<file path="src/lsr_pkg.sv">
// constants for the led sequencer control and status register bank
// assumes a byte-wide register access port decoded by an upstream serial bus slave
package lsr_pkg;
	// register offsets
	localparam logic [7:0] OFS_MISC     = 8'h36;
	localparam logic [7:0] OFS_ENG1_PC  = 8'h37;
	localparam logic [7:0] OFS_ENG2_PC  = 8'h38;
	localparam logic [7:0] OFS_ENG3_PC  = 8'h39;
	localparam logic [7:0] OFS_STATUS   = 8'h3a;
	localparam logic [7:0] OFS_GPO      = 8'h3b;
	localparam logic [7:0] OFS_GVAR     = 8'h3c;
	localparam logic [7:0] OFS_SWRST    = 8'h3d;
	localparam logic [7:0] OFS_TEMPCTL  = 8'h3e;
	localparam logic [7:0] OFS_TEMPRD   = 8'h3f;
	localparam logic [7:0] OFS_TEMPWR   = 8'h40;
	localparam logic [7:0] OFS_LEDTEST  = 8'h41;
	localparam logic [7:0] OFS_LEDRES   = 8'h42;
	// reset values
	localparam logic [7:0] RST_ZERO     = 8'h00;
	localparam logic [7:0] RST_STATUS   = 8'h40;
	localparam logic [7:0] SWRST_CODE   = 8'hff;
	// field positions
	localparam int ST_DONE   = 7;
	localparam int ST_MASK   = 6;
	localparam int ST_BOOT   = 5;
	localparam int ST_CLEAR  = 4;
	localparam int ST_EXTCLK = 3;
	localparam int GP_CONF   = 2;
	localparam int GP_GPO    = 1;
	localparam int GP_INTLV  = 0;
	localparam int TC_BUSY   = 7;
	localparam int TC_EN     = 2;
	localparam int TC_CONT   = 1;
	localparam int TC_EXT    = 0;
	localparam int LT_START  = 7;
	localparam int LT_IRQEN  = 6;
	localparam int LT_CONT   = 5;
	localparam int MISC_DPS  = 2;
	// program clock source codes
	localparam logic [1:0] CLK_FORCE_EXT = 2'h0;
	localparam logic [1:0] CLK_FORCE_INT = 2'h1;
	localparam logic [1:0] CLK_AUTO      = 2'h2;
	localparam logic [1:0] CLK_INT       = 2'h3;
	// limits
	localparam logic [6:0] PC_MAX        = 7'h5f;
	localparam logic [7:0] TEMP_HI       = 8'h59;
	localparam logic [7:0] TEMP_LO       = 8'hd9;
	localparam logic [4:0] CH_D9         = 5'h08;
	localparam logic [4:0] CH_VOUT       = 5'h0f;
	localparam logic [4:0] CH_IRQ        = 5'h11;
	// timing
	localparam int CLK_MHZ       = 100;
	localparam int LED_TEST_US   = 2700;
	localparam int TEMP_MEAS_US  = 20000;
	localparam int LED_TEST_CYC  = LED_TEST_US * CLK_MHZ;
	localparam int TEMP_MEAS_CYC = TEMP_MEAS_US * CLK_MHZ;
	localparam int CLKDET_CYC    = 8192;
endpackage : lsr_pkg

</file>
<file path="src/lsr_regs.sv">
// register bank for program clock, engine start counters, status, outputs,
// temperature and led_check_channel
// assumes reg_* strobes come from a serial bus slave, one cycle each, in mclk_i domain
`timescale 1ns/1ps
module lsr_regs #(
	parameter int LED_TEST_CYCLES = lsr_pkg::LED_TEST_CYC,
	parameter int TEMP_CYCLES     = lsr_pkg::TEMP_MEAS_CYC,
	parameter int CLKDET_CYCLES   = lsr_pkg::CLKDET_CYC
) (
	// clock and reset
	input  wire logic       mclk_i,
	input  wire logic       sys_rst_i,
	// register access port
	input  wire logic [7:0] reg_addr_i,
	input  wire logic [7:0] reg_wdata_i,
	input  wire logic       reg_wr_i,
	input  wire logic       reg_rd_i,
	output logic      [7:0] reg_rdata_o,
	// chip state and engine events
	input  wire logic       chip_enable_i,
	input  wire logic       boot_running_i,
	input  wire logic       engine_clearing_i,
	input  wire logic [2:0] engine_irq_i,
	input  wire logic       power_save_i,
	// timebase pin (sampled synchronously)
	input  wire logic       timebase_pin_i,
	// analog results
	input  wire logic [7:0] temp_result_i,
	input  wire logic [7:0] led_result_i,
	// control outputs
	output logic      [1:0] clk_source_o,
	output logic            use_ext_clk_o,
	output logic            duty_powersave_enable_o,
	output logic      [6:0] program_counter_start1_o,
	output logic      [6:0] program_counter_start2_o,
	output logic      [6:0] program_counter_start3_o,
	output logic      [7:0] global_var_o,
	output logic      [7:0] comp_temp_o,
	output logic      [4:0] led_check_channel_o,
	output logic            led_check_run_o,
	output logic            temp_run_o,
	output logic            sw_reset_o,
	// pins
	output logic            general_output_pin_o,
	output logic            irq_pin_o,
	output logic            irq_pin_oe_o
);
	logic [7:0] misc_ff, pc1_ff, pc2_ff, pc3_ff, gpo_ff, gvar_ff, tctl_ff, tint_ff, text_ff;
	logic [7:0] ltc_ff, lres_ff;
	logic       done_ff, mask_ff, rdy_ff, boot_d_ff, clr_d_ff;
	logic [2:0] eng_ff;
	logic       tbp_ff, det_ff;
	logic [31:0] lt_cnt_ff, tm_cnt_ff, det_cnt_ff;
	logic       lt_busy_ff, tm_busy_ff, ps_d_ff, swr_ff;

	// clamp host-written temperature into the compensation range
	function automatic logic [7:0] sat_temp(input logic [7:0] v);
		if (!v[7] && v > lsr_pkg::TEMP_HI)
			sat_temp = lsr_pkg::TEMP_HI;
		else if (v[7] && v < lsr_pkg::TEMP_LO)
			sat_temp = lsr_pkg::TEMP_LO;
		else
			sat_temp = v;
	endfunction : sat_temp

	function automatic logic [6:0] clip_pc(input logic [7:0] v);
		clip_pc = (v[6:0] > lsr_pkg::PC_MAX) ? lsr_pkg::PC_MAX : v[6:0];
	endfunction : clip_pc

	wire wr_misc  = reg_wr_i && reg_addr_i == lsr_pkg::OFS_MISC;
	wire wr_pc1   = reg_wr_i && reg_addr_i == lsr_pkg::OFS_ENG1_PC;
	wire wr_pc2   = reg_wr_i && reg_addr_i == lsr_pkg::OFS_ENG2_PC;
	wire wr_pc3   = reg_wr_i && reg_addr_i == lsr_pkg::OFS_ENG3_PC;
	wire wr_stat  = reg_wr_i && reg_addr_i == lsr_pkg::OFS_STATUS;
	wire wr_gpo   = reg_wr_i && reg_addr_i == lsr_pkg::OFS_GPO;
	wire wr_gvar  = reg_wr_i && reg_addr_i == lsr_pkg::OFS_GVAR;
	wire wr_tctl  = reg_wr_i && reg_addr_i == lsr_pkg::OFS_TEMPCTL;
	wire wr_text  = reg_wr_i && reg_addr_i == lsr_pkg::OFS_TEMPWR;
	wire wr_ltc   = reg_wr_i && reg_addr_i == lsr_pkg::OFS_LEDTEST;
	wire do_swrst = reg_wr_i && reg_addr_i == lsr_pkg::OFS_SWRST
	                && reg_wdata_i == lsr_pkg::SWRST_CODE;
	wire rd_stat  = reg_rd_i && reg_addr_i == lsr_pkg::OFS_STATUS;
	wire rst_all  = sys_rst_i || swr_ff;

	// detector enable is the upper clock-source bit
	wire det_en   = misc_ff[1];
	wire boot_now = boot_running_i || !chip_enable_i;
	wire boot_end = boot_d_ff && !boot_now;
	wire clr_end  = clr_d_ff && !engine_clearing_i;
	wire lt_fin   = lt_busy_ff && lt_cnt_ff == 32'd1;
	wire tm_fin   = tm_busy_ff && tm_cnt_ff == 32'd1;
	wire ps_exit  = ps_d_ff && !power_save_i;
	wire lt_go    = (wr_ltc && reg_wdata_i[lsr_pkg::LT_START])
	                || (lt_fin && ltc_ff[lsr_pkg::LT_CONT] && !power_save_i);
	wire tm_go    = (wr_tctl && reg_wdata_i[lsr_pkg::TC_EN])
	                || (tctl_ff[lsr_pkg::TC_EN] && tm_fin
	                    && tctl_ff[lsr_pkg::TC_CONT] && !power_save_i)
	                || (tctl_ff[lsr_pkg::TC_EN] && ps_exit && !tm_busy_ff);
	wire [7:0] status_w = {done_ff, mask_ff, boot_now, engine_clearing_i,
	                       det_en && det_ff, eng_ff};
	// irq stays low while any enabled source is pending
	wire irq_pend = (|eng_ff) || (rdy_ff && !mask_ff)
	                || (done_ff && ltc_ff[lsr_pkg::LT_IRQEN]);

	always_ff @(posedge mclk_i) begin
		if (rst_all) begin
			misc_ff   <= lsr_pkg::RST_ZERO;
			pc1_ff    <= lsr_pkg::RST_ZERO;
			pc2_ff    <= lsr_pkg::RST_ZERO;
			pc3_ff    <= lsr_pkg::RST_ZERO;
			gpo_ff    <= lsr_pkg::RST_ZERO;
			gvar_ff   <= lsr_pkg::RST_ZERO;
			tctl_ff   <= lsr_pkg::RST_ZERO;
			text_ff   <= lsr_pkg::RST_ZERO;
			ltc_ff    <= lsr_pkg::RST_ZERO;
			mask_ff   <= lsr_pkg::RST_STATUS[lsr_pkg::ST_MASK];
		end else begin
			if (wr_misc)
				misc_ff <= reg_wdata_i;
			if (wr_pc1)
				pc1_ff <= {1'b0, clip_pc(reg_wdata_i)};
			if (wr_pc2)
				pc2_ff <= {1'b0, clip_pc(reg_wdata_i)};
			if (wr_pc3)
				pc3_ff <= {1'b0, clip_pc(reg_wdata_i)};
			if (wr_stat)
				mask_ff <= reg_wdata_i[lsr_pkg::ST_MASK];
			if (wr_gpo)
				gpo_ff <= {5'h00, reg_wdata_i[2:0]};
			if (wr_gvar)
				gvar_ff <= reg_wdata_i;
			if (wr_tctl)
				tctl_ff <= {1'b0, 4'h0, reg_wdata_i[2:0]};
			if (wr_text)
				text_ff <= sat_temp(reg_wdata_i);
			if (wr_ltc)
				ltc_ff <= {1'b0, reg_wdata_i[6:0]};
		end
	end

	// sticky flags: a set in the same cycle as the status read wins
	always_ff @(posedge mclk_i) begin
		if (rst_all) begin
			done_ff   <= 1'b0;
			rdy_ff    <= 1'b0;
			eng_ff    <= 3'h0;
			boot_d_ff <= 1'b1;
			clr_d_ff  <= 1'b0;
			ps_d_ff   <= 1'b0;
		end else begin
			done_ff   <= lt_fin || (done_ff && !rd_stat);
			rdy_ff    <= boot_end || clr_end || (rdy_ff && !rd_stat);
			eng_ff    <= engine_irq_i | (eng_ff & {3{!rd_stat}});
			boot_d_ff <= boot_now;
			clr_d_ff  <= engine_clearing_i;
			ps_d_ff   <= power_save_i;
		end
	end

	// conversion timers stand in for the analog converters
	always_ff @(posedge mclk_i) begin
		if (rst_all) begin
			lt_busy_ff <= 1'b0;
			lt_cnt_ff  <= 32'd0;
			tm_busy_ff <= 1'b0;
			tm_cnt_ff  <= 32'd0;
			lres_ff    <= lsr_pkg::RST_ZERO;
			tint_ff    <= lsr_pkg::RST_ZERO;
		end else begin
			if (lt_go) begin
				lt_busy_ff <= 1'b1;
				lt_cnt_ff  <= 32'(LED_TEST_CYCLES);
			end else if (lt_busy_ff) begin
				lt_cnt_ff  <= lt_cnt_ff - 32'd1;
				lt_busy_ff <= !lt_fin;
			end
			if (lt_fin)
				lres_ff <= led_result_i;
			if (tm_go) begin
				tm_busy_ff <= 1'b1;
				tm_cnt_ff  <= 32'(TEMP_CYCLES);
			end else if (tm_busy_ff) begin
				tm_cnt_ff  <= tm_cnt_ff - 32'd1;
				tm_busy_ff <= !tm_fin;
			end
			if (tm_fin)
				tint_ff <= temp_result_i;
		end
	end

	// edge seen on the timebase pin restarts a timeout; silence clears detect
	always_ff @(posedge mclk_i) begin
		if (sys_rst_i) begin
			tbp_ff     <= 1'b0;
			det_ff     <= 1'b0;
			det_cnt_ff <= 32'd0;
			swr_ff     <= 1'b0;
		end else begin
			tbp_ff <= timebase_pin_i;
			swr_ff <= do_swrst;
			if (!det_en) begin
				det_ff     <= 1'b0;
				det_cnt_ff <= 32'd0;
			end else if (tbp_ff != timebase_pin_i) begin
				det_ff     <= 1'b1;
				det_cnt_ff <= 32'(CLKDET_CYCLES);
			end else if (det_cnt_ff != 32'd0) begin
				det_cnt_ff <= det_cnt_ff - 32'd1;
			end else begin
				det_ff <= 1'b0;
			end
		end
	end

	// read mux; reset register and unmapped offsets read zero
	always_comb begin
		case (reg_addr_i)
			lsr_pkg::OFS_MISC:    reg_rdata_o = misc_ff;
			lsr_pkg::OFS_ENG1_PC: reg_rdata_o = pc1_ff;
			lsr_pkg::OFS_ENG2_PC: reg_rdata_o = pc2_ff;
			lsr_pkg::OFS_ENG3_PC: reg_rdata_o = pc3_ff;
			lsr_pkg::OFS_STATUS:  reg_rdata_o = status_w;
			lsr_pkg::OFS_GPO:     reg_rdata_o = gpo_ff;
			lsr_pkg::OFS_GVAR:    reg_rdata_o = gvar_ff;
			lsr_pkg::OFS_SWRST:   reg_rdata_o = lsr_pkg::RST_ZERO;
			lsr_pkg::OFS_TEMPCTL: reg_rdata_o = {tm_busy_ff, tctl_ff[6:0]};
			lsr_pkg::OFS_TEMPRD:  reg_rdata_o = tint_ff;
			lsr_pkg::OFS_TEMPWR:  reg_rdata_o = text_ff;
			lsr_pkg::OFS_LEDTEST: reg_rdata_o = ltc_ff;
			lsr_pkg::OFS_LEDRES:  reg_rdata_o = lres_ff;
			default:              reg_rdata_o = lsr_pkg::RST_ZERO;
		endcase
	end

	// automatic selection falls back to internal when no edges are seen
	assign clk_source_o             = misc_ff[1:0];
	assign use_ext_clk_o            = misc_ff[1:0] == lsr_pkg::CLK_FORCE_EXT
	                                  || (misc_ff[1:0] == lsr_pkg::CLK_AUTO && det_ff);
	assign duty_powersave_enable_o  = misc_ff[lsr_pkg::MISC_DPS];
	assign program_counter_start1_o = pc1_ff[6:0];
	assign program_counter_start2_o = pc2_ff[6:0];
	assign program_counter_start3_o = pc3_ff[6:0];
	assign global_var_o             = gvar_ff;
	assign comp_temp_o = tctl_ff[lsr_pkg::TC_EXT] ? text_ff : tint_ff;
	assign led_check_channel_o      = ltc_ff[4:0];
	assign led_check_run_o          = lt_busy_ff;
	assign temp_run_o               = tm_busy_ff;
	assign sw_reset_o               = swr_ff;
	assign general_output_pin_o     = gpo_ff[lsr_pkg::GP_GPO];
	// as an interrupt the pin only ever pulls low
	assign irq_pin_o    = gpo_ff[lsr_pkg::GP_CONF] ? gpo_ff[lsr_pkg::GP_INTLV] : 1'b0;
	assign irq_pin_oe_o = gpo_ff[lsr_pkg::GP_CONF] ? 1'b1 : irq_pend;
endmodule : lsr_regs

</file>
<file path="config.mk">
export PLATFORM = sky130hd
export DESIGN_NAME = lsr_regs
export DESIGN_NICKNAME = d
export VERILOG_FILES = /design/src/lsr_pkg.sv /design/src/lsr_regs.sv
export SDC_FILE = /design/constraint.sdc
export NUM_CORES = 1
export LEC_CHECK = 0
export BUFFER_PORTS_ARGS = -buffer_cell sky130_fd_sc_hd__clkbuf_2
export CELL_PAD_IN_SITES_DETAIL_PLACEMENT = 2
export CELL_PAD_IN_SITES_GLOBAL_PLACEMENT = 2
export CORE_ASPECT_RATIO = 0.8
export CORE_MARGIN = 2
export CORE_UTILIZATION = 38
export CTS_CLUSTER_SIZE = 14
export DETAILED_ROUTE_END_ITERATION = 6
export PLACE_DENSITY = 0.84
export SLEW_MARGIN = 20
export SYNTH_ARGS = -nofsm -noshare
export SYNTH_HDL_FRONTEND = slang
export SYNTH_SLANG_ARGS = --single-unit
</file>
<file path="constraint.sdc">
create_clock -name mclk_i -period 4.59 [get_ports mclk_i]
set_clock_uncertainty 0.15 [all_clocks]
set_input_delay 0.6885 -clock mclk_i [delete_from_list [all_inputs] [get_ports mclk_i]]
set_output_delay 0.6885 -clock mclk_i [all_outputs]
set_load 0.01 [all_outputs]
</file>
Yosys cells after proc, flatten, opt, wreduce, memory -nomap -nowiden
Cells that the tools add are included.
{"block": "word_totals", "ff_bits": 184, "latchBits": 0, "ram_bits": 0, "romBits": 0, "in_bits": 44, "output_inout_bits": 60, "wordCells": 142, "n_memories": 0}
{"block": "op_classes", "n_addsub": 3, "multipliers": 0, "div": 0, "n_lt_le_gt_ge": 3, "n_eq_ne": 19, "shifts": 0, "mux": 19, "bitwise": 3, "n_reduce_logical": 66}
{"operator": "one-hot mux 8 bit (12 select lines)", "count": 1}
{"operator": "subtractor 32 x 1 -> 32 bit (second input constant)", "count": 3}
{"operator": "equality test 8 x 6 -> 1 bit (second input constant)", "count": 10}
{"operator": "equality test 32 x 1 -> 1 bit (second input constant)", "count": 2}
{"operator": "two-way mux 21 bit", "count": 2}
{"operator": "two-way mux 19 bit", "count": 2}
{"operator": "logical AND 1 bit", "count": 35}
{"operator": "nonzero test 32 bit", "count": 1}
{"operator": "two-way mux 14 bit", "count": 2}
{"operator": "equality test 8 x 7 -> 1 bit (second input constant)", "count": 3}
{"operator": "two-way mux 8 bit", "count": 3}
{"operator": "logical OR 1 bit", "count": 11}
{"operator": "logical NOT 1 bit", "count": 10}
{"operator": "equality test 8 bit (second input constant)", "count": 1}
{"operator": "> comparator 8 x 7 -> 1 bit (second input constant)", "count": 1}
{"operator": "less-than comparator 8 bit (second input constant)", "count": 1}
{"operator": "two-way mux 1 bit", "count": 8}
{"operator": "> comparator 7 bit (second input constant)", "count": 1}
{"operator": "two-way mux 7 bit", "count": 1}
{"operator": "nonzero test 2 bit", "count": 3}
{"operator": "OR reduction 2 bit", "count": 3}
{"operator": "OR reduction 3 bit", "count": 2}
{"operator": "AND 3 bit", "count": 1}
{"operator": "bitwise OR 3 bit", "count": 1}
{"operator": "5 further kinds", "count": 5}

Depth between registers and ports, before layout
Gate-level depths: netlist of run 1.
{"block": "depth", "word_depth": 8, "depth_mapped": 9, "depth_no_buf": 7}

Worst setup path after synthesis of run 1
No wires, ideal clock.
{"block": "synth_path", "kind": "input port to output port", "start": "in reg_addr_i[1]", "end": "out reg_rdata_o[0]", "arrival_ps": 2122, "setup_slack_ps": 1630, "cell_stages": 5, "cell_sequence": "clkbuf_1 clkbuf_1 mux4_2 a32o_1 a221o_1"}
{"block": "synth_via", "elab_chain_len": 2, "word_cells_on_any_way": 13, "classes_between": "eq/ne: 12; mux: 1"}
{"element": "from (decl)", "line_no": "lsr_regs.sv:14", "text": "input wire logic [7:0] reg_addr_i,"}
{"element": "equality test 8 x 7 -> 1 bit / equality test 8 x 6 -> 1 bit (equally long branches)", "line_no": "lsr_regs.sv:217", "text": "case (reg_addr_i)"}
{"element": "one-hot mux 8 bit (12 select lines) *", "line_no": "lsr_regs.sv:217"}
{"element": "to (decl)", "line_no": "lsr_regs.sv:18", "text": "output logic [7:0] reg_rdata_o,"}
Mark *: on every way between the ends. The rest lies on a longest branch, timed or not.

Final worst setup path of run 1
{"block": "layout_path", "start": "in reg_addr_i[1]", "end": "out reg_rdata_o[3]"}
The elaborated chain is that of the path after synthesis.

==> results of run 1 <==
synth_stat cells (11+ instances only):
master    count
o21ai_0      23
nand2_1      76
nor4_1       20
xnor2_1      27
or3_1        17
and3_1       12
nand3_1      49
mux2i_1      42
nor3_1       26
mux2_2       12
clkbuf_1     53
a21oi_1      75
o31ai_1      11
nand4_1      13
dfxtp_1     184
inv_1        11
nor2_1      154
a211oi_1     13
xor2_1       42
or4_1        25
layout make-up:
| type | instances | area, µm² | share of cell area |
|---|---|---|---|
| Antenna cell | 2 | 5.00 | 0.000493 |
| Clock buffer | 18 | 439 | 0.0433 |
| Clock inverter | 14 | 206 | 0.0204 |
| Inverter | 11 | 41.3 | 0.00407 |
| Multi-Input combinational cell | 766 | 4810 | 0.474 |
| Sequential cell | 184 | 3680 | 0.363 |
| Tap cell | 306 | 383 | 0.0377 |
| Timing Repair Buffer | 111 | 576 | 0.0567 |
routing by layer:
layer | part of all wire | vias to the layer above
met4 | 0.022 | 0
met5 | 0 | -
met3 | 0.045 | 51
li1 | - | 3799
met2 | 0.47 | 206
met1 | 0.46 | 4143
final timing paths:
path	slack (ns)	cells after the start	to
worst max-delay path	1.07	6	reg_rdata_o[3]
worst min-delay path	0.32	2	misc_ff[7]
worst max register to register	1.41	5	tm_cnt_ff[26]
worst min register to register	0.32	2	misc_ff[7]
cell families after synthesis:
logic type	count (synthesis)
and+or+nand+nor	470
DFF	184
AOI/OAI and AO/OA	165
buffers and inverters	78
xor gates and xnor gates	69
muxes	56
adders and majority gates	6
registers in the layout, summed over array words and instances (netlist names), 8 cells and up:
register      count
text_ff           8
misc_ff           8
tm_cnt_ff        32
det_cnt_ff       32
tint_ff           8
lres_ff           8
lt_cnt_ff        32
global_var_o      8
power breakdown:
group	internal, W	switching (W)	leakage [nW]
combinational	0.0000389	0.0000942	2.16
clock	0.000943	0.000710	0.312
sequential	0.00160	0.00000534	1.48
metrics by stage:
stage	hold WS, ns	utilization
6_report	0.317	0.448
5_1_grt	0.330	0.448
4_1_cts	0.308	0.448
3_5_place_dp	0.302	0.420
3_3_place_gp	0.295	0.420
2_1_floorplan	0.282	-
worst register-to-register path: stages (launching register included):
cell     delay, ns
dfxtp_1       0.34
or4_1         0.66
or4_1         0.52
nor4_1        0.45
a211o_1       0.78
nor2_1        0.14
==> results.txt, run 1 <==
Met1 usage = 0.343
Tmin final = 3.52 ns
Run status = complete, no violations
Largest family of logic cells by synthesized area = simple AND/OR/NAND/NOR gates
First-pass GRT wire length = 50400 µm
Fill cell count = 2519
Pins Over Slew Limit = 0
Synthesized Nets = 1078
Met2 Resource Use GR = 0.438
DR vias/cell = 5.81
Critical Path Start = reg_addr_i[1]
Worst Tran Pin Value = 1.09 ns
Critical Path RT = 3.75 ns
Final Power = 0.00339 W
TNS Setup = 0 ns
Crit path DAT = 2.68 ns
First DRT Iteration DRCs = 599
Peak Freq = 284 MHz
DR vias = 8199
Core ar. = 0.0226 mm²
Sequential cell area fraction in the yosys report = 0.418
Mapped Area = 0.00882 mm²
Worst-path cell chain = clkbuf_2 -> nor2b_1 -> and4_1 -> a221oi_1 -> o211ai_1 -> clkbuf_2
CP Capture Type = output pin
HP Start = misc_ff[7]
Die width = 174 µm
Final Hold Viols = 0
Slowest CP cell = and4_1
Post-synthesis cell count = 1028
Wire per inst = 22.4 µm
Fin nets = 1141
Finished Layout Cells = 1412
Netlist cell types = 66
Clk slew on worst S/H paths = 0.07 ns
Synth Register Bits = 184
Postcts setup bufs = 0
Simple-gate share of the synthesized area = 0.279
Final WL = 31600 µm
Resize count post-CTS = 0
Initial Utilization = 0.390
Period utilization = 0.766
Post-DRT Antenna Nets = 0
Largest net degree at the start of global routing = 55
Power Density = 334 mW/mm²
Synth warn = 0
Die Footprint = 0.0245 mm²
Compound-cell area share of the yosys netlist = 0.121
RSZ-0062 raised after global routing = false
I/O Buffers = 103
CTS tree = done
Critical path buffers and inverters = 2
CP startpoint kind = input port
Tot GR Track Use = 0.263
Number of enable flip-flop cells after synthesis = 0
Vias in the first global route = 8832
Mean Syn Cell Area = 8.58 µm²
Worst-path fanout max = 19
CP top delay family = simple AND/OR/NAND/NOR gates
Top Ports = 104
DP Wirelength = 21600 µm
GR Util met3 = 0.0510
Synth top area share = 0.418
GRT overflow = 0
Start of the worst register-to-register path = tm_cnt_ff[24]
Clk_lat worst skew = 0.45 ns
Max stage delay on crit path = 0.64 ns
GPL Wtd Cong = 0.871
Post-DP Area = 0.00949 mm²
Post-Synth XOR/XNOR Area = 0.0685
Fin area = 0.0101 mm²
Dpl cells = 1378
Most Frequent Cell on Critical Path = clkbuf_2
Leakage Power = 3.95 nW
Commonest non-fill, non-tap cell in the layout = dfxtp_1
Hold/Removal Path Class = flop to flop
Synth area leaders = dfxtp_1 (42%), nor2_1 (6.6%), mux2i_1 (4.8%), a21oi_1 (4.3%), xor2_1 (4.2%)
CTS max path bufs = 2
Peak supply drop = 205 µV
Drt drc = 0
Cell accounting for the most synthesized area = dfxtp_1
CTS root buf = clkbuf_16
Mux share of post-synthesis cell area = 0.0681
Setup WS pre-CTS = 1.07 ns
First-pass detailed-route iteration total = 5
Hold-fix buffers, CTS = 0
Asr flop ratio synth = 0
Synth Flop Type = dfxtp_1
Setup violations, final = 0
CTS sink cnt = 184
DIE HEIGHT = 140 µm
CTS buffer count = 17
Critical path class = input port to output pin
Layout cell share with drive strength beyond 1 = 0.170
Post-Synth Adder-Cell Area = 0.00851
Max-cap viol count = 0
Commonest non-fill, non-tap cells in the layout = dfxtp_1 (184), nor2_1 (154), clkbuf_2 (103)
Rel. slew slack = 0.265
Worst setup margin = 1.07 ns
Grt peak-use layer = met2
Max H-tree Level = 4
Core Rows = 49
Initial antenna violation count = 1
Area growth, synth to finish = 15.0%
Power figures use the tool's default switching activity.
==> inputs of run 2 (changes only) <==
- CORE_UTILIZATION: 38 -> 35
- PLACE_DENSITY: 0.84 -> 0.78
- clock period: 4.59 -> 3.4 ns (I/O delays scaled with it)
==> run 2 against run 1 <==
Against the previous run: global-route usage down 2.8 points; highest routed layer is now met5; critical endpoint unchanged; sequential share of layout area fell by 0.50 points; total power grew 32%; via count decreased by 1.6%; first-iteration DRC count shrank 6.0%; routed wire length fell by 4.0%; cell count is 2.3% higher; utilization shrank 3.0 points; final area increased by 1.4%; flip-flop and latch count unchanged; non-clock buffer count increased by 22; combinational power up 36%.
==> results.txt, run 2 (synthesis results as in run 1) <==
Run status = complete, no violations
Setup violations, final = 0
Final WL = 30400 µm
Slowest CP cell = nor2b_1
TNS Setup = 0 ns
Commonest non-fill, non-tap cells in the layout = dfxtp_1 (184), nor2_1 (154), clkbuf_2 (103)
Worst Tran Pin Value = 0.832 ns
I/O Buffers = 103
Max H-tree Level = 4
Biggest regs = det_cnt_ff (32), lt_cnt_ff (32), tm_cnt_ff (32)
Initial Utilization = 0.359
DIE HEIGHT = 146 µm
Leakage Power = 4.04 nW
DR vias/cell = 5.59
Finished Layout Cells = 1444
Clk slew on worst S/H paths = 0.07 ns
Die width = 182 µm
Max stage delay on crit path = 0.52 ns
Hold-fix buffers, CTS = 0
Peak Freq = 328 MHz
Die Footprint = 0.0265 mm²
Core Rows = 51
Peak supply drop = 382 µV
RSZ-0062 raised after global routing = false
WHS Path Cells = 3
GRT overflow = 0
Vias in the first global route = 8548
Worst-path cell chain = clkbuf_2 -> buf_4 -> nor2b_1 -> a22oi_1 -> nor2_1 -> a221oi_1 -> o211ai_1 -> clkbuf_2
Hold/Removal Path Class = input port to flop
Final Power = 0.00449 W
Final Hold Viols = 0
Max-cap viol count = 0
Postcts setup bufs = 0
Pins Over Slew Limit = 0
Most Frequent Cell on Critical Path = clkbuf_2
CTS root buf = clkbuf_16
First DRT Iteration DRCs = 563
Critical path class = input port to output pin
Crit path DAT = 2.39 ns
Core ar. = 0.0246 mm²
CP Capture Type = output pin
CTS tree = done
Period utilization = 0.897
Post-DRT Antenna Nets = 0
Worst R2R Path Depth = 5
CP startpoint kind = input port
Rel. slew slack = 0.440
Top Ports = 104
Area growth, synth to finish = 16.6%
Critical Path RT = 2.74 ns
CTS max path bufs = 2
Drt drc = 0
GPL Wtd Cong = 0.833
CTS sink cnt = 184
First-pass GRT wire length = 48900 µm
DR vias = 8070
Largest net degree at the start of global routing = 43
Number of diodes = 0
Tmin final = 3.05 ns
Worst-path fanout max = 17
Fin nets = 1163
Commonest non-fill, non-tap cell in the layout = dfxtp_1
CTS buffer count = 17
DP Wirelength = 21900 µm
Power Density = 436 mW/mm²
Clk_lat worst skew = 0.46 ns
First-pass detailed-route iteration total = 5
Tot GR Track Use = 0.235
Resize count post-CTS = 0
Wire per inst = 21.0 µm
Initial antenna violation count = 1
Dpl cells = 1412
Layout cell share with drive strength beyond 1 = 0.186
## run 2: cell types whose count changed in the layout (fill, tap and decap cells not counted), sizes merged
cell	before	now
clkbuf	121	122
buf	8	30
inv	18	13
diode	2	0
bufinv	4	3
clkinv	1	6
## run 2: worst paths after layout
path,from,end,slack (ns)
min,temp_result_i[0],tint_ff[0],0.14
max reg2reg,det_cnt_ff[20],det_cnt_ff[25],0.62
max,reg_addr_i[0],reg_rdata_o[3],0.35
min reg2reg,misc_ff[4],misc_ff[4],0.32
## run 2: layout make-up
class	instances	area [µm²]
clock buffers	19	443
inverters	11	41.3
well taps	318	398
multi-input cells	766	4810
clock inverters	13	170
fillers	2714	14300
flip-flops and latches	184	3680
repair buffers	133	741
## run 2: stage by stage
step / util / instance area, µm² / worst slack [ns] / hold WS, ns
2_1_floorplan: - / 8820 / 0.797 / 0.282
3_3_place_gp: 0.394 / 9670 / 0.559 / 0.293
3_5_place_dp: 0.394 / 9670 / 0.472 / 0.306
4_1_cts: 0.419 / 10300 / 0.405 / 0.135
5_1_grt: 0.419 / 10300 / 0.244 / 0.153
6_report: 0.419 / 10300 / 0.351 / 0.143
## run 2: power breakdown
part | switching (W) | leakage [nW] | internal, W
registers | 0.00000629 | 1.48 | 0.00216
clock network | 0.000951 | 0.295 | 0.00119
logic | 0.000124 | 2.27 | 0.0000572
total | 0.00108 | 4.04 | 0.00340
## run 2: per-layer routing
| metal | vias to the layer above | track usage | share of wire |
|---|---|---|---|
| met3 | 28 | 0.0463 | 0.040 |
| met2 | 148 | 0.383 | 0.46 |
| met1 | 4055 | 0.317 | 0.48 |
| met5 | - | 0 | 0.00056 |
| li1 | 3837 | - | - |
| met4 | 2 | 0.0626 | 0.013 |
## run 2: worst max-delay path, delay by kind of cell
family / cells / cell delay, ns
buf+inv: 3 / 0.78
simple gates: 2 / 0.67
compound gates: 3 / 0.43
==> inputs of run 3 (changes only) <==
- CORE_UTILIZATION: 35 -> 37
- CTS_BUF_LIST: unset -> sky130_fd_sc_hd__clkbuf_4 sky130_fd_sc_hd__clkbuf_8
- PLACE_DENSITY: 0.78 -> 0.82
- SKIP_LAST_GASP: unset -> 1
==> run 3 against run 2 <==
Against the previous run: clock power shrank 29%; cell count shrank 0.69%; sequential share of layout area grew 0.90 points; critical endpoint is now reg_rdata_o[7]; sequential power is essentially flat; largest power group unchanged; clock-buffer cell count grew 2; via count grew 0.92%; first-iteration DRC count shrank 14%; die area shrank 5.3%; utilization grew 1.0 points; final area shrank 2.5%.
==> results.txt, run 3 (synthesis results as in run 1) <==
Core ar. = 0.0234 mm²
Max stage delay on crit path = 0.77 ns
Period utilization = 0.910
Area of the multi-input gates = 0.00481 mm²
Crit path DAT = 2.44 ns
Setup violations, final = 0
GRT overflow = 0
Run status = complete, no violations
CTS root buf = clkbuf_8
First-pass detailed-route iteration total = 5
Biggest regs = det_cnt_ff (32), lt_cnt_ff (32), tm_cnt_ff (32)
CP startpoint kind = input port
CTS tree = done
Internal = 0.00291 W
Peak Freq = 323 MHz
Peak supply drop = 202 µV
Tmin final = 3.10 ns
Max H-tree Level = 4
Fin nets = 1160
Core Rows = 50
CTS sink cnt = 184
I/O Buffers = 103
First DRT Iteration DRCs = 482
DR vias = 8144
TNS Setup = 0 ns
Number of diodes = 0
Vias in the first global route = 8480
Area growth, synth to finish = 13.7%
GPL Wtd Cong = 0.834
CTS max path bufs = 2
Hold-fix buffers, CTS = 0
Post-DRT Antenna Nets = 0
Final WL = 29700 µm
Sequential group share of total power = 0.560
Die width = 177 µm
Rel. slew slack = 0.407
Die Footprint = 0.0251 mm²
Final Hold Viols = 0
Worst-path fanout max = 20
Commonest non-fill, non-tap cell in the layout = dfxtp_1
Critical path class = input port to output pin
Leakage Power = 3.93 nW
Slowest CP cell = and3_1
DP Wirelength = 21700 µm
Power Density = 386 mW/mm²
Sw power = 0.000960 W
Final Power = 0.00387 W
Fill cell count = 2678
CP top delay family = simple AND/OR/NAND/NOR gates
Initial antenna violation count = 1
DR vias/cell = 5.68
RSZ-0062 raised after global routing = false
Combinational share of power = 0.046
Final core occ = 0.429
Max-cap viol count = 0
CTS buffer count = 17
Pins Over Slew Limit = 0
Largest net degree at the start of global routing = 50
Drt drc = 0
Hold/Removal Path Class = input port to flop
Layout cell share with drive strength beyond 1 = 0.184
Seq. cell area = 0.00368 mm²
Wire per inst = 20.7 µm
Most Frequent Cell on Critical Path = clkbuf_2
Postcts setup bufs = 0
Critical Path RT = 2.74 ns
Worst Tran Pin Value = 0.890 ns
Clk_lat worst skew = 0.49 ns
CP Capture Type = output pin
Critical path buffers and inverters = 2
Initial Utilization = 0.377
Clk pwr share = 0.394
First-pass GRT wire length = 47500 µm
Tot GR Track Use = 0.241
Resize count post-CTS = 0
Clk slew on worst S/H paths = 0.10 ns
Top Ports = 104
Sw frac = 0.248
DIE HEIGHT = 142 µm
Commonest non-fill, non-tap cells in the layout = dfxtp_1 (184), nor2_1 (154), clkbuf_2 (103)
Worst-path cell chain = clkbuf_2 -> and4bb_2 -> and3_1 -> a22oi_1 -> o21ai_0 -> a211o_1 -> clkbuf_2
run 3: final cells by class:
| cell class | count | share of cell area |
|---|---|---|
| multi-input cells | 766 | 0.479 |
| flip-flops and latches | 184 | 0.367 |
| repair buffers | 130 | 0.0716 |
| well taps | 312 | 0.0389 |
| clock buffers | 21 | 0.0269 |
| clock inverters | 10 | 0.0120 |
| inverters | 11 | 0.00412 |
run 3: final timing paths:
check,start,endpoint,slack [ns],cells past startpoint
setup / recovery,reg_addr_i[6],reg_rdata_o[7],0.30,7
hold / removal,temp_result_i[1],tint_ff[1],0.12,3
setup reg to reg,det_cnt_ff[20],det_cnt_ff[27],0.51,5
hold reg to reg,misc_ff[7],misc_ff[7],0.32,2
run 3: stage by stage:
step	cells	hold WS [ns]	area [µm²]	worst slack, ns
after global placement	1403	0.294	9640	0.479
after floorplan	1028	0.282	8820	0.797
after global routing	1434	0.112	10000	0.202
after detailed placement	1403	0.307	9640	0.393
after CTS	1434	0.0888	10000	0.373
final	1434	0.118	10000	0.304
run 3: routing by layer:
layer  wire length (µm)  track usage  share of wire
met4                529       0.0722          0.018
met2              14000        0.393           0.47
met1              13800        0.324           0.47
met3               1330       0.0494          0.045
met5                  0            0              0
run 3: worst register-to-register path, cell delays in order, from the launching register on:
cell and delay [ns]:
dfxtp_1 0.38, or4_1 0.69, or4_1 0.77, nand4_1 0.48, o21ai_0 0.19, a21oi_1 0.17
run 3: power groups by stage:
stage          sequential (W)  clock [W]  combinational (W)
2_1_floorplan         0.00222          0          0.0000972
3_3_place_gp          0.00222          0           0.000173
3_5_place_dp          0.00222          0           0.000177
4_1_cts               0.00217    0.00157           0.000179
5_1_grt               0.00217    0.00166           0.000194
6_report              0.00217    0.00153           0.000180
